$ cat src/verilog/mpg_regs.svh
// register offsets, reset values, bit masks and timing counts of the gpio block
// assumes inclusion by bare name from the design files, after the package
`ifndef MPG_REGS_SVH
`define MPG_REGS_SVH

// ==========================================================================
// register offsets in the logical device configuration space
`define MPG_OFS_ENABLE 8'h30
`define MPG_OFS_DIR7 8'he0
`define MPG_OFS_DATA7 8'he1
`define MPG_OFS_INV7 8'he2
`define MPG_OFS_EVT7 8'he3
`define MPG_OFS_DIR8 8'he4
`define MPG_OFS_DATA8 8'he5
`define MPG_OFS_INV8 8'he6
`define MPG_OFS_EVT8 8'he7
`define MPG_OFS_FSEL7 8'hec
`define MPG_OFS_FSEL8 8'hed
`define MPG_OFS_DIR6 8'hf4
`define MPG_OFS_DATA6 8'hf5
`define MPG_OFS_INV6 8'hf6
`define MPG_OFS_EVT6 8'hf7
`define MPG_OFS_FSEL6 8'hf8

// ==========================================================================
// reset values and implemented bits
`define MPG_RST_ENABLE 3'h0
`define MPG_RST_DIR6 8'hff
`define MPG_RST_DIR7 8'h7f
`define MPG_RST_DIR8 8'hff
`define MPG_RST_ZERO 8'h00
`define MPG_MASK6 8'hff
`define MPG_MASK7 8'h7f
`define MPG_MASK8 8'hff
`define MPG_ALT_BITS7 4
`define MPG_ALT_BITS68 8

// ==========================================================================
// cycles after reset before edge detection is trusted (sync chain fill)
`define MPG_PRIME_CYCLES 2'h3

`endif

$ cat src/verilog/mpg_pkg.sv
// state type of the gpio block top module
// assumes nothing of its surroundings
`default_nettype none

package mpg_pkg;

   // ========================================================================
   // state of the top module; index 0 = port six, 1 = port seven, 2 = port eight
   typedef struct packed {
      logic [2:0] enable;
      logic [2:0][7:0] dir;
      logic [2:0][7:0] data;
      logic [2:0][7:0] inv;
      logic [2:0][7:0] evt;
      logic [2:0][7:0] fsel;
      logic [2:0][7:0] prev;
      logic [2:0][7:0] pin_out;
      logic [2:0][7:0] pin_oe;
      logic [1:0] prime;
      logic [7:0] rdata;
      logic rd_valid;
   } mpg_state_t;

endpackage : mpg_pkg

`default_nettype wire

$ cat src/verilog/mpg_sync.sv
// two flip-flop synchroniser for pin inputs
// assumes the inputs are asynchronous to clk
`timescale 1ns/1ps
`default_nettype none

module mpg_sync #(
   parameter int W = 8
) (
   input wire logic clk,
   input wire logic nrst,
   input wire logic [W-1:0] din,
   output logic [W-1:0] dout
);

   typedef struct packed {
      logic [W-1:0] meta;
      logic [W-1:0] stable;
   } mpg_sync_t;

   mpg_sync_t s;
   mpg_sync_t next_s;

   // ========================================================================
   // the first stage feeds only the second stage
   always_comb begin
      next_s.meta = din;
      next_s.stable = s.meta;
   end

   always_ff @(posedge clk) begin
      if (!nrst) begin
         s <= '0;
      end else begin
         s <= next_s;
      end
   end

   assign dout = s.stable;

endmodule : mpg_sync

`default_nettype wire

$ cat src/verilog/mpg_altmux.sv
// per-pin choice between plain port value and an alternate function signal
// assumes src is indexed by pin number modulo four, all signals on clk
`timescale 1ns/1ps
`default_nettype none

module mpg_altmux #(
   parameter int ALT_BITS = 8
) (
   input wire logic [7:0] fsel,
   input wire logic [7:0] plain,
   input wire logic [3:0] src,
   output logic [7:0] pin
);

   // ========================================================================
   // pins at ALT_BITS and above never take an alternate signal
   always_comb begin
      for (int i = 0; i < 8; i++) begin
         if (i < ALT_BITS && fsel[i]) begin
            pin[i] = src[i % 4];
         end else begin
            pin[i] = plain[i];
         end
      end
   end

endmodule : mpg_altmux

`default_nettype wire

$ cat src/verilog/mpg_gpio.sv
// three general purpose ports (8, 7 and 8 pins) with configuration registers
// assumes cfg_wr/cfg_rd are already qualified for this logical device and come
// from clk logic; port resets and standby reset are synchronous to clk
`include "mpg_regs.svh"
`timescale 1ns/1ps
`default_nettype none

module mpg_gpio (
   input wire logic clk,
   input wire logic nrst,
   input wire logic standby_resume_reset_n,
   input wire logic port_six_reset,
   input wire logic port_seven_reset,
   input wire logic port_eight_reset,
   input wire logic [7:0] cfg_addr,
   input wire logic cfg_wr,
   input wire logic cfg_rd,
   input wire logic [7:0] cfg_wdata,
   output logic [7:0] cfg_rdata,
   output logic cfg_rd_valid,
   input wire logic watchdog_timeout_out,
   input wire logic management_interrupt_out,
   input wire logic beeper_out,
   input wire logic green_led_out,
   input wire logic yellow_led_out,
   input wire logic status_led_out,
   input wire logic [7:0] port_six_in,
   output logic [7:0] port_six_out,
   output logic [7:0] port_six_oe,
   input wire logic [6:0] port_seven_in,
   output logic [6:0] port_seven_out,
   output logic [6:0] port_seven_oe,
   input wire logic [7:0] port_eight_in,
   output logic [7:0] port_eight_out,
   output logic [7:0] port_eight_oe
);

   // ========================================================================
   // constants
   localparam logic [2:0][7:0] MASK = {`MPG_MASK8, `MPG_MASK7, `MPG_MASK6};
   localparam logic [2:0][7:0] RST_DIR = {`MPG_RST_DIR8, `MPG_RST_DIR7, `MPG_RST_DIR6};
   localparam mpg_pkg::mpg_state_t RST_STATE = '{
      enable: `MPG_RST_ENABLE,
      dir: RST_DIR,
      default: '0
   };

   mpg_pkg::mpg_state_t s;
   mpg_pkg::mpg_state_t next_s;
   logic [22:0] sync_q;
   logic [2:0][7:0] sync;
   logic [2:0][7:0] alt_pin;
   logic [2:0] port_rst;

   // ========================================================================
   // pin synchronisers
   mpg_sync #(
      .W(23)
   ) u_sync (
      .clk(clk),
      .nrst(nrst),
      .din({port_eight_in, port_seven_in, port_six_in}),
      .dout(sync_q)
   );

   assign sync[0] = sync_q[7:0];
   assign sync[1] = {1'b0, sync_q[14:8]}; // bit 7 of port seven never exists
   assign sync[2] = sync_q[22:15];
   assign port_rst = {port_eight_reset, port_seven_reset, port_six_reset};

   // ========================================================================
   // alternate function routing, one mux per port
   mpg_altmux #(
      .ALT_BITS(`MPG_ALT_BITS68)
   ) u_alt6 (
      .fsel(s.fsel[0]),
      .plain(s.data[0] ^ s.inv[0]),
      .src({status_led_out, beeper_out, management_interrupt_out, watchdog_timeout_out}),
      .pin(alt_pin[0])
   );

   mpg_altmux #(
      .ALT_BITS(`MPG_ALT_BITS7)
   ) u_alt7 (
      .fsel(s.fsel[1]),
      .plain(s.data[1] ^ s.inv[1]),
      .src({watchdog_timeout_out, management_interrupt_out, beeper_out, green_led_out}),
      .pin(alt_pin[1])
   );

   mpg_altmux #(
      .ALT_BITS(`MPG_ALT_BITS68)
   ) u_alt8 (
      .fsel(s.fsel[2]),
      .plain(s.data[2] ^ s.inv[2]),
      .src({yellow_led_out, beeper_out, management_interrupt_out, watchdog_timeout_out}),
      .pin(alt_pin[2])
   );

   // ========================================================================
   // data register view: stored bits for outputs, pin level xor inversion for inputs
   function automatic logic [7:0] data_view(
      input logic [7:0] d,
      input logic [7:0] dir,
      input logic [7:0] inv,
      input logic [7:0] pin,
      input logic [7:0] mask
   );
      data_view = ((d & ~dir) | ((pin ^ inv) & dir)) & mask;
   endfunction : data_view

   // writes land only in output bits; input bits keep nothing new
   function automatic logic [7:0] data_write(
      input logic [7:0] d,
      input logic [7:0] dir,
      input logic [7:0] w,
      input logic [7:0] mask
   );
      data_write = ((w & ~dir) | (d & dir)) & mask;
   endfunction : data_write

   // ========================================================================
   // next state
   always_comb begin
      logic [2:0][7:0] evt_clr;
      logic [2:0][7:0] evt_set;
      evt_clr = '0;
      evt_set = '0;
      next_s = s;
      next_s.rd_valid = 1'b0;

      // edge detect on synchronised pins; held off until the chain is filled
      for (int p = 0; p < 3; p++) begin
         next_s.prev[p] = sync[p];
         if (s.enable[p] && s.prime == `MPG_PRIME_CYCLES) begin
            evt_set[p] = (sync[p] ^ s.prev[p]) & MASK[p];
         end
      end
      if (s.prime != `MPG_PRIME_CYCLES) begin
         next_s.prime = s.prime + 2'h1;
      end

      // register read; the answer is registered and a read of an event register clears it
      if (cfg_rd) begin
         next_s.rd_valid = 1'b1;
         if (cfg_addr == `MPG_OFS_ENABLE) begin
            next_s.rdata = {5'h00, s.enable};
         end else if (cfg_addr == `MPG_OFS_DIR6) begin
            next_s.rdata = s.dir[0];
         end else if (cfg_addr == `MPG_OFS_DATA6) begin
            next_s.rdata = data_view(s.data[0], s.dir[0], s.inv[0], sync[0], MASK[0]);
         end else if (cfg_addr == `MPG_OFS_INV6) begin
            next_s.rdata = s.inv[0];
         end else if (cfg_addr == `MPG_OFS_EVT6) begin
            next_s.rdata = s.evt[0];
            evt_clr[0] = 8'hff;
         end else if (cfg_addr == `MPG_OFS_FSEL6) begin
            next_s.rdata = s.fsel[0];
         end else if (cfg_addr == `MPG_OFS_DIR7) begin
            next_s.rdata = s.dir[1];
         end else if (cfg_addr == `MPG_OFS_DATA7) begin
            next_s.rdata = data_view(s.data[1], s.dir[1], s.inv[1], sync[1], MASK[1]);
         end else if (cfg_addr == `MPG_OFS_INV7) begin
            next_s.rdata = s.inv[1];
         end else if (cfg_addr == `MPG_OFS_EVT7) begin
            next_s.rdata = s.evt[1];
            evt_clr[1] = 8'hff;
         end else if (cfg_addr == `MPG_OFS_FSEL7) begin
            next_s.rdata = s.fsel[1];
         end else if (cfg_addr == `MPG_OFS_DIR8) begin
            next_s.rdata = s.dir[2];
         end else if (cfg_addr == `MPG_OFS_DATA8) begin
            next_s.rdata = data_view(s.data[2], s.dir[2], s.inv[2], sync[2], MASK[2]);
         end else if (cfg_addr == `MPG_OFS_INV8) begin
            next_s.rdata = s.inv[2];
         end else if (cfg_addr == `MPG_OFS_EVT8) begin
            next_s.rdata = s.evt[2];
            evt_clr[2] = 8'hff;
         end else if (cfg_addr == `MPG_OFS_FSEL8) begin
            next_s.rdata = s.fsel[2];
         end else begin
            next_s.rdata = 8'h00; // unmapped offsets read as zero
         end
      end

      // an edge in the clearing cycle survives: set wins over clear
      for (int p = 0; p < 3; p++) begin
         next_s.evt[p] = (s.evt[p] & ~evt_clr[p]) | evt_set[p];
      end

      // register write; event registers are read-only and ignore writes
      if (cfg_wr) begin
         if (cfg_addr == `MPG_OFS_ENABLE) begin
            next_s.enable = cfg_wdata[2:0];
         end else if (cfg_addr == `MPG_OFS_DIR6) begin
            next_s.dir[0] = cfg_wdata & MASK[0];
         end else if (cfg_addr == `MPG_OFS_DATA6) begin
            next_s.data[0] = data_write(s.data[0], s.dir[0], cfg_wdata, MASK[0]);
         end else if (cfg_addr == `MPG_OFS_INV6) begin
            next_s.inv[0] = cfg_wdata & MASK[0];
         end else if (cfg_addr == `MPG_OFS_FSEL6) begin
            next_s.fsel[0] = cfg_wdata & MASK[0];
         end else if (cfg_addr == `MPG_OFS_DIR7) begin
            next_s.dir[1] = cfg_wdata & MASK[1];
         end else if (cfg_addr == `MPG_OFS_DATA7) begin
            next_s.data[1] = data_write(s.data[1], s.dir[1], cfg_wdata, MASK[1]);
         end else if (cfg_addr == `MPG_OFS_INV7) begin
            next_s.inv[1] = cfg_wdata & MASK[1];
         end else if (cfg_addr == `MPG_OFS_FSEL7) begin
            next_s.fsel[1] = cfg_wdata & MASK[1];
         end else if (cfg_addr == `MPG_OFS_DIR8) begin
            next_s.dir[2] = cfg_wdata & MASK[2];
         end else if (cfg_addr == `MPG_OFS_DATA8) begin
            next_s.data[2] = data_write(s.data[2], s.dir[2], cfg_wdata, MASK[2]);
         end else if (cfg_addr == `MPG_OFS_INV8) begin
            next_s.inv[2] = cfg_wdata & MASK[2];
         end else if (cfg_addr == `MPG_OFS_FSEL8) begin
            next_s.fsel[2] = cfg_wdata & MASK[2];
         end
      end

      // pins are registered from the current state, one cycle behind it;
      // an alternate signal only reaches the wire if software made it an output
      for (int p = 0; p < 3; p++) begin
         next_s.pin_out[p] = alt_pin[p] & MASK[p];
         next_s.pin_oe[p] = ~s.dir[p] & MASK[p] & {8{s.enable[p]}};
      end

      // per-port resets, then the standby reset of the enable register
      for (int p = 0; p < 3; p++) begin
         if (port_rst[p]) begin
            next_s.dir[p] = RST_DIR[p];
            next_s.data[p] = `MPG_RST_ZERO;
            next_s.inv[p] = `MPG_RST_ZERO;
            next_s.evt[p] = `MPG_RST_ZERO;
            next_s.fsel[p] = `MPG_RST_ZERO;
            next_s.pin_oe[p] = `MPG_RST_ZERO;
         end
      end
      if (!standby_resume_reset_n) begin
         next_s.enable = `MPG_RST_ENABLE;
      end
   end

   // ========================================================================
   // state register
   always_ff @(posedge clk) begin
      if (!nrst) begin
         s <= RST_STATE;
      end else begin
         s <= next_s;
      end
   end

   // ========================================================================
   // outputs straight from the state register
   assign cfg_rdata = s.rdata;
   assign cfg_rd_valid = s.rd_valid;
   assign port_six_out = s.pin_out[0];
   assign port_six_oe = s.pin_oe[0];
   assign port_seven_out = s.pin_out[1][6:0];
   assign port_seven_oe = s.pin_oe[1][6:0];
   assign port_eight_out = s.pin_out[2];
   assign port_eight_oe = s.pin_oe[2];
endmodule : mpg_gpio

`default_nettype wire

$ cat config.mk
export PLATFORM = sky130hd
export DESIGN_NAME = mpg_gpio
export DESIGN_NICKNAME = d
export VERILOG_FILES = /design/src/verilog/mpg_pkg.sv /design/src/verilog/mpg_sync.sv /design/src/verilog/mpg_altmux.sv /design/src/verilog/mpg_gpio.sv
export VERILOG_INCLUDE_DIRS = /design/src /design/src/verilog
export SDC_FILE = /design/constraint.sdc
export NUM_CORES = 1
export LEC_CHECK = 0
export BUFFER_PORTS_ARGS = -buffer_cell sky130_fd_sc_hd__buf_4
export CAP_MARGIN = 15
export CELL_PAD_IN_SITES_DETAIL_PLACEMENT = 0
export CELL_PAD_IN_SITES_GLOBAL_PLACEMENT = 2
export CORE_MARGIN = 2
export CORE_UTILIZATION = 36
export CTS_CLUSTER_SIZE = 14
export DETAILED_ROUTE_END_ITERATION = 10
export PLACE_DENSITY = 0.76
export SLEW_MARGIN = 30
export SYNTH_ARGS = -nofsm -noshare
export SYNTH_HDL_FRONTEND = slang
export SYNTH_SLANG_ARGS = --single-unit
$ cat constraint.sdc
create_clock -name clk -period 1.7 [get_ports clk]
set_input_delay 0 -clock clk [delete_from_list [all_inputs] [get_ports clk]]
set_output_delay 0 -clock clk [all_outputs]
set_load 0.05 [all_outputs]
* Yosys cells after proc, flatten, opt, wreduce, memory -nomap -nowiden *
Index checks and enable logic that the tools add are counted.
W data, S select, Z words.

word-level totals
  bits in registers = 245
  logic and storage cells = 182
  input bits = 53
  output and inout bits = 55

cells by class
  multiplexer cells = 58
  add/sub/neg operators = 1
  bitwise gates (word level) = 55
  eq/ne operators = 18
  reductions and logical operators = 20

operator list
  cell                  number
  $mux W8               26
  $eq A8 B8 Y1 const B  15
  $mux W24              5
  $and A8 B8 Y8         13
  $mux W16              5
  $or A8 B8 Y8          6
  $xor A8 B8 Y8         6
  $not A8 Y8            5
  $and A7 B7 Y7         5
  $xor A7 B7 Y7         3
  $mux W1               20
  $or A7 B7 Y7          2
  $reduce_and A14 Y1    1
  $not A1 Y1            13
  $reduce_and A13 Y1    1
  $reduce_and A12 Y1    1
  $reduce_and A11 Y1    1
  $reduce_and A10 Y1    1
  $mux W9               1
  $reduce_and A9 Y1     1
  $eq A8 B6 Y1 const B  1
  $or A8 B7 Y8          1
  $reduce_and A8 Y1     1
  $mux W7               1
  12 further kinds      17

* Longest topological paths before layout *
  word-level depth = 20
  gate-level depth with buffers = 9
  gate-level depth less buffers = 6

* Cells and area by module *
From an unflattened synthesis, not the netlist that was laid out.

second synthesis, totals
  cell total of the unflattened synthesis = 1232
  area total of the unflattened synthesis = 10914.2 sq um

modules (own cells, without submodules)
  module                   area each (sq um)  cells an instance  times used
  mpg_gpio                 9297.7             1112               1
  mpg_sync                 1286.2             96                 1
  mpg_altmux (u_alt6 ...)  120.1              8                  2
  mpg_altmux (u_alt7)      90.1               8                  1

* Worst setup path before layout *
No wires, ideal clock.

  kind = input to register
  start = input port cfg_addr[4]
  end = register (tool-made name)
  setup time = 0.131 ns
  path slack = 0.270 ns
  cell stages on the path = 9
  data arrival time = 1.299 ns
  required time = 1.569 ns
  cell sequence = and4_4 buf_6 nand2_8 a21oi_4 or2_1 buf_6 buf_6 o311ai_2 o41ai_2

RTL lines
  item                RTL line        text
  start: declaration  mpg_gpio.sv:15  input wire logic [7:0] cfg_addr,

* Final worst setup path *
  start = register s[138] (netlist name)
  end = register s (netlist bit port_six_out[7])

between the ends
  word-level cells in the longest chain between the ends = 2

ends and longest elaborated chain
  item                      RTL line          text
  start: declaration        mpg_gpio.sv:48    mpg_pkg::mpg_state_t s;
  start signal: assignment  mpg_gpio.sv:251   s <= next_s;
  $xor A8 B8 Y8             mpg_gpio.sv:77    .plain(s.data[0] ^ s.inv[0]),
  $mux W1                   mpg_altmux.sv:19  if (i < ALT_BITS && fsel[i]) begin

Every way passes these cells.
A chain may end at the register's enable or synchronous reset.

==> flow_summary.yaml <==
yosys:
  async_reset_ff_share_pct: 0
  synth_nets: 1306
  synth_top_cells_by_area: "dfxtp_1 45%, and2_1 5.8%, nand2_1 4.9%"
  synth.distinct_cells: 64
  avgSynthCellArea_um2: 8.67
  synth_cells: 1252
  synth_ff_type: "dfxtp_1"
  ys_ff_latch: 245
  yosysTopAreaCell: "dfxtp_1"
  synth_edf_count: 0
  yosysSeqAreaShare_pct: 45.2
  yosysWarnings: 0
  syn-cell-area_mm2: 0.0109
  netlist.area_leader.share_pct: 45.2
global_route:
  overflow: 0
  grt_pass1_vias: 8269
  grt_pass1_wl_mm: 51.9
  antenna_found_initial: 0
  grt_max_degree: 46
  track_usage_pct: 21.9
floorplanning:
  die_y_um: 178
  die_w_um: 178
  coreArea_mm2: 0.0296
  dieArea_mm2: 0.0316
  rows: 63
  pin_count: 108
  initial_core_util_pct: 36.6
routing:
  routed_wl_mm: 34.6
  ant_nets: 0
  drt_iter0_markers: 751
  remaining_drc_errors: 0
  avgRoutedWirePerCell_um: 19.3
  first_pass_iters: 5
  vias_per_cell: 4.99
  via_count: 8945
power_and_ir_drop:
  cellPowerDensity_mw_per_mm2: 955
  power.leakage_nw: 5.29
  peakVddDrop_uv: 651
sta:
  finalSetupViolations: 0
  tns_ns: 0
  fmax_ghz: 0.646
  rsz0062_at_grt: "no"
  skew_ns: 0.0128
  hold_viol_final: 0
  maxSlewViolCount: 0
  slew_headroom_pct: 57.9
  min_period_ns: 1.55
  min_period_over_period_pct: 91.1
  tightest_slew_ns: 0.631
clocking:
  cts_hold_buf: 49
  worstSkewPairLatency_ns: 0.54
  clockBufferDepth: 3
  cts.sinks: 245
  cts_setup_buffers: 0
  clk_pin_slew_ns: 0.07
  cts_max_level: 1
  ctsResizeCount: 0
  cts_tree: "built"
  root_buffer: "clkbuf_16"
  cts_buffers: 27
worst_setup_path:
  end_kind: "flop"
  critPathMaxFanout: 4
  start_kind: "flop"
  critPathKind: "reg2reg"
  crit_required_ns: 2.13
  cp_data_arrival_time_ns: 1.98
  reg2reg_depth: 4
placement:
  routabilityCongestion: 0.865
  dpl_cell_area_mm2: 0.0121
  hpwlAfterDp_mm: 25.0
  port_buffers: 107
run:
  drv_cap: 0
final_layout:
  postLayoutCoreUtil_pct: 45.5
  layout-drive-gt1-share_pct: 17.8
  fin_nets: 1435
  area_growth_pct: 24.1
  n_antenna_cell: 0
  fin_area_mm2: 0.0135
outcome:
  status: "finished clean"
min_path:
  hold_path.class: "in2reg"
  min_path_cells: 4
[state kept, by name, indices dropped and copies added, names as in the netlist, named ones only]
signal	cells
port_six_out	8
port_seven_oe	7
s	121
cfg_rd_valid	1
u_sync.next_s	23
port_seven_out	7
cfg_rdata	8
port_six_oe	8
port_eight_oe	8
port_eight_out	8
u_sync.dout	23
[path summary, 6_finish.rpt]
kind | startpoint | to | slack, ns
worst max-delay path | s[138] | port_six_out[7] | 0.15
worst min-delay path | cfg_addr[7] | cfg_rdata[7] | 0.02
worst max register to register | s[138] | port_six_out[7] | 0.15
worst min register to register | u_sync.next_s[17] | u_sync.dout[17] | 0.43
[routing by layer]
layer / track usage [%] / share of wire, % / wire length [um] / up-vias
li1: - / - / - / 4491
met1: 33.3 / 51 / 17700 / 4170
met2: 32.3 / 41 / 14300 / 246
met3: 3.15 / 5.7 / 1960 / 38
met4: 5.23 / 1.8 / 628 / 0
met5: 0 / 0 / 0 / -
[power by group]
part	internal [W]	switching [W]	total, W
sequential	0.00582	0.0000591	0.00588
combinational	0.000385	0.000495	0.000880
clock	0.00370	0.00241	0.00611
[layout make-up]
type / count / area, um2
Timing Repair Buffer: 230 / 1970
Multi-Input combinational cell: 866 / 5140
Clock inverter: 10 / 128
Fill cell: 2945 / 16200
Tap cell: 390 / 488
Sequential cell: 245 / 4900
Clock buffer: 39 / 801
Inverter: 11 / 41.3
[worst max-delay path, cell delays in order, from the launching register on]
cell and delay, ns:
dfxtp_1 0.35, xnor2_1 0.28, o21ai_0 0.10, and2_1 0.16, dlygate4sd3_1 0.54
[through the flow]
step | cells | setup WS [ns] | power [W] | hold WS (ns)
after global placement | 1693 | -0.101 | 0.00680 | 0.209
final | 1791 | 0.151 | 0.0129 | 0.0165
after global routing | 1791 | 0.0602 | 0.0133 | 0.0451
after CTS | 1791 | 0.160 | 0.0130 | 0.00140
after detailed placement | 1693 | -0.107 | 0.00680 | 0.210
after floorplan | 1252 | 0.270 | 0.00643 | 0.127
[layout by cell type, fill, tap and decap left out, types with 16 or more instances in the layout]
| master | n |
|---|---|
| xor2_1 | 26 |
| nand2b_1 | 16 |
| nand3_1 | 48 |
| a21oi_1 | 70 |
| and2_1 | 100 |
| nor2_1 | 125 |
| clkbuf_16 | 27 |
| dfxtp_1 | 245 |
| a22oi_1 | 29 |
| buf_4 | 171 |
| nand2_1 | 143 |
| dlygate4sd3_1 | 49 |
| o21ai_0 | 77 |
| mux2i_1 | 31 |
| xnor2_1 | 43 |
[cells by family after synthesis]
family / Yosys count / synth area share [%]
flops: 245 / 45.2
mux: 35 / 3.27
compound gates: 273 / 16.0
simple gates: 488 / 22.3
buf+inv: 141 / 7.51
fa+ha+maj: 1 / 0.115
xor+xnor: 69 / 5.57
[cell usage after synthesis (5+ instances only)]
cell / count
dfxtp_1: 245
nand2_1: 143
nor2_1: 125
and2_1: 100
o21ai_0: 77
a21oi_1: 70
buf_4: 59
nand3_1: 48
clkbuf_1: 47
xnor2_1: 43
mux2i_1: 31
a22oi_1: 29
xor2_1: 26
buf_2: 16
nand2b_1: 16
nor3_1: 14
a31oi_1: 13
nor2b_1: 12
inv_1: 11
o211ai_1: 11
o22ai_1: 10
a22o_1: 8
o41ai_1: 7
buf_6: 6
o311ai_0: 6
o31ai_1: 6
a221oi_1: 5
Power figures use the tool's default switching activity.
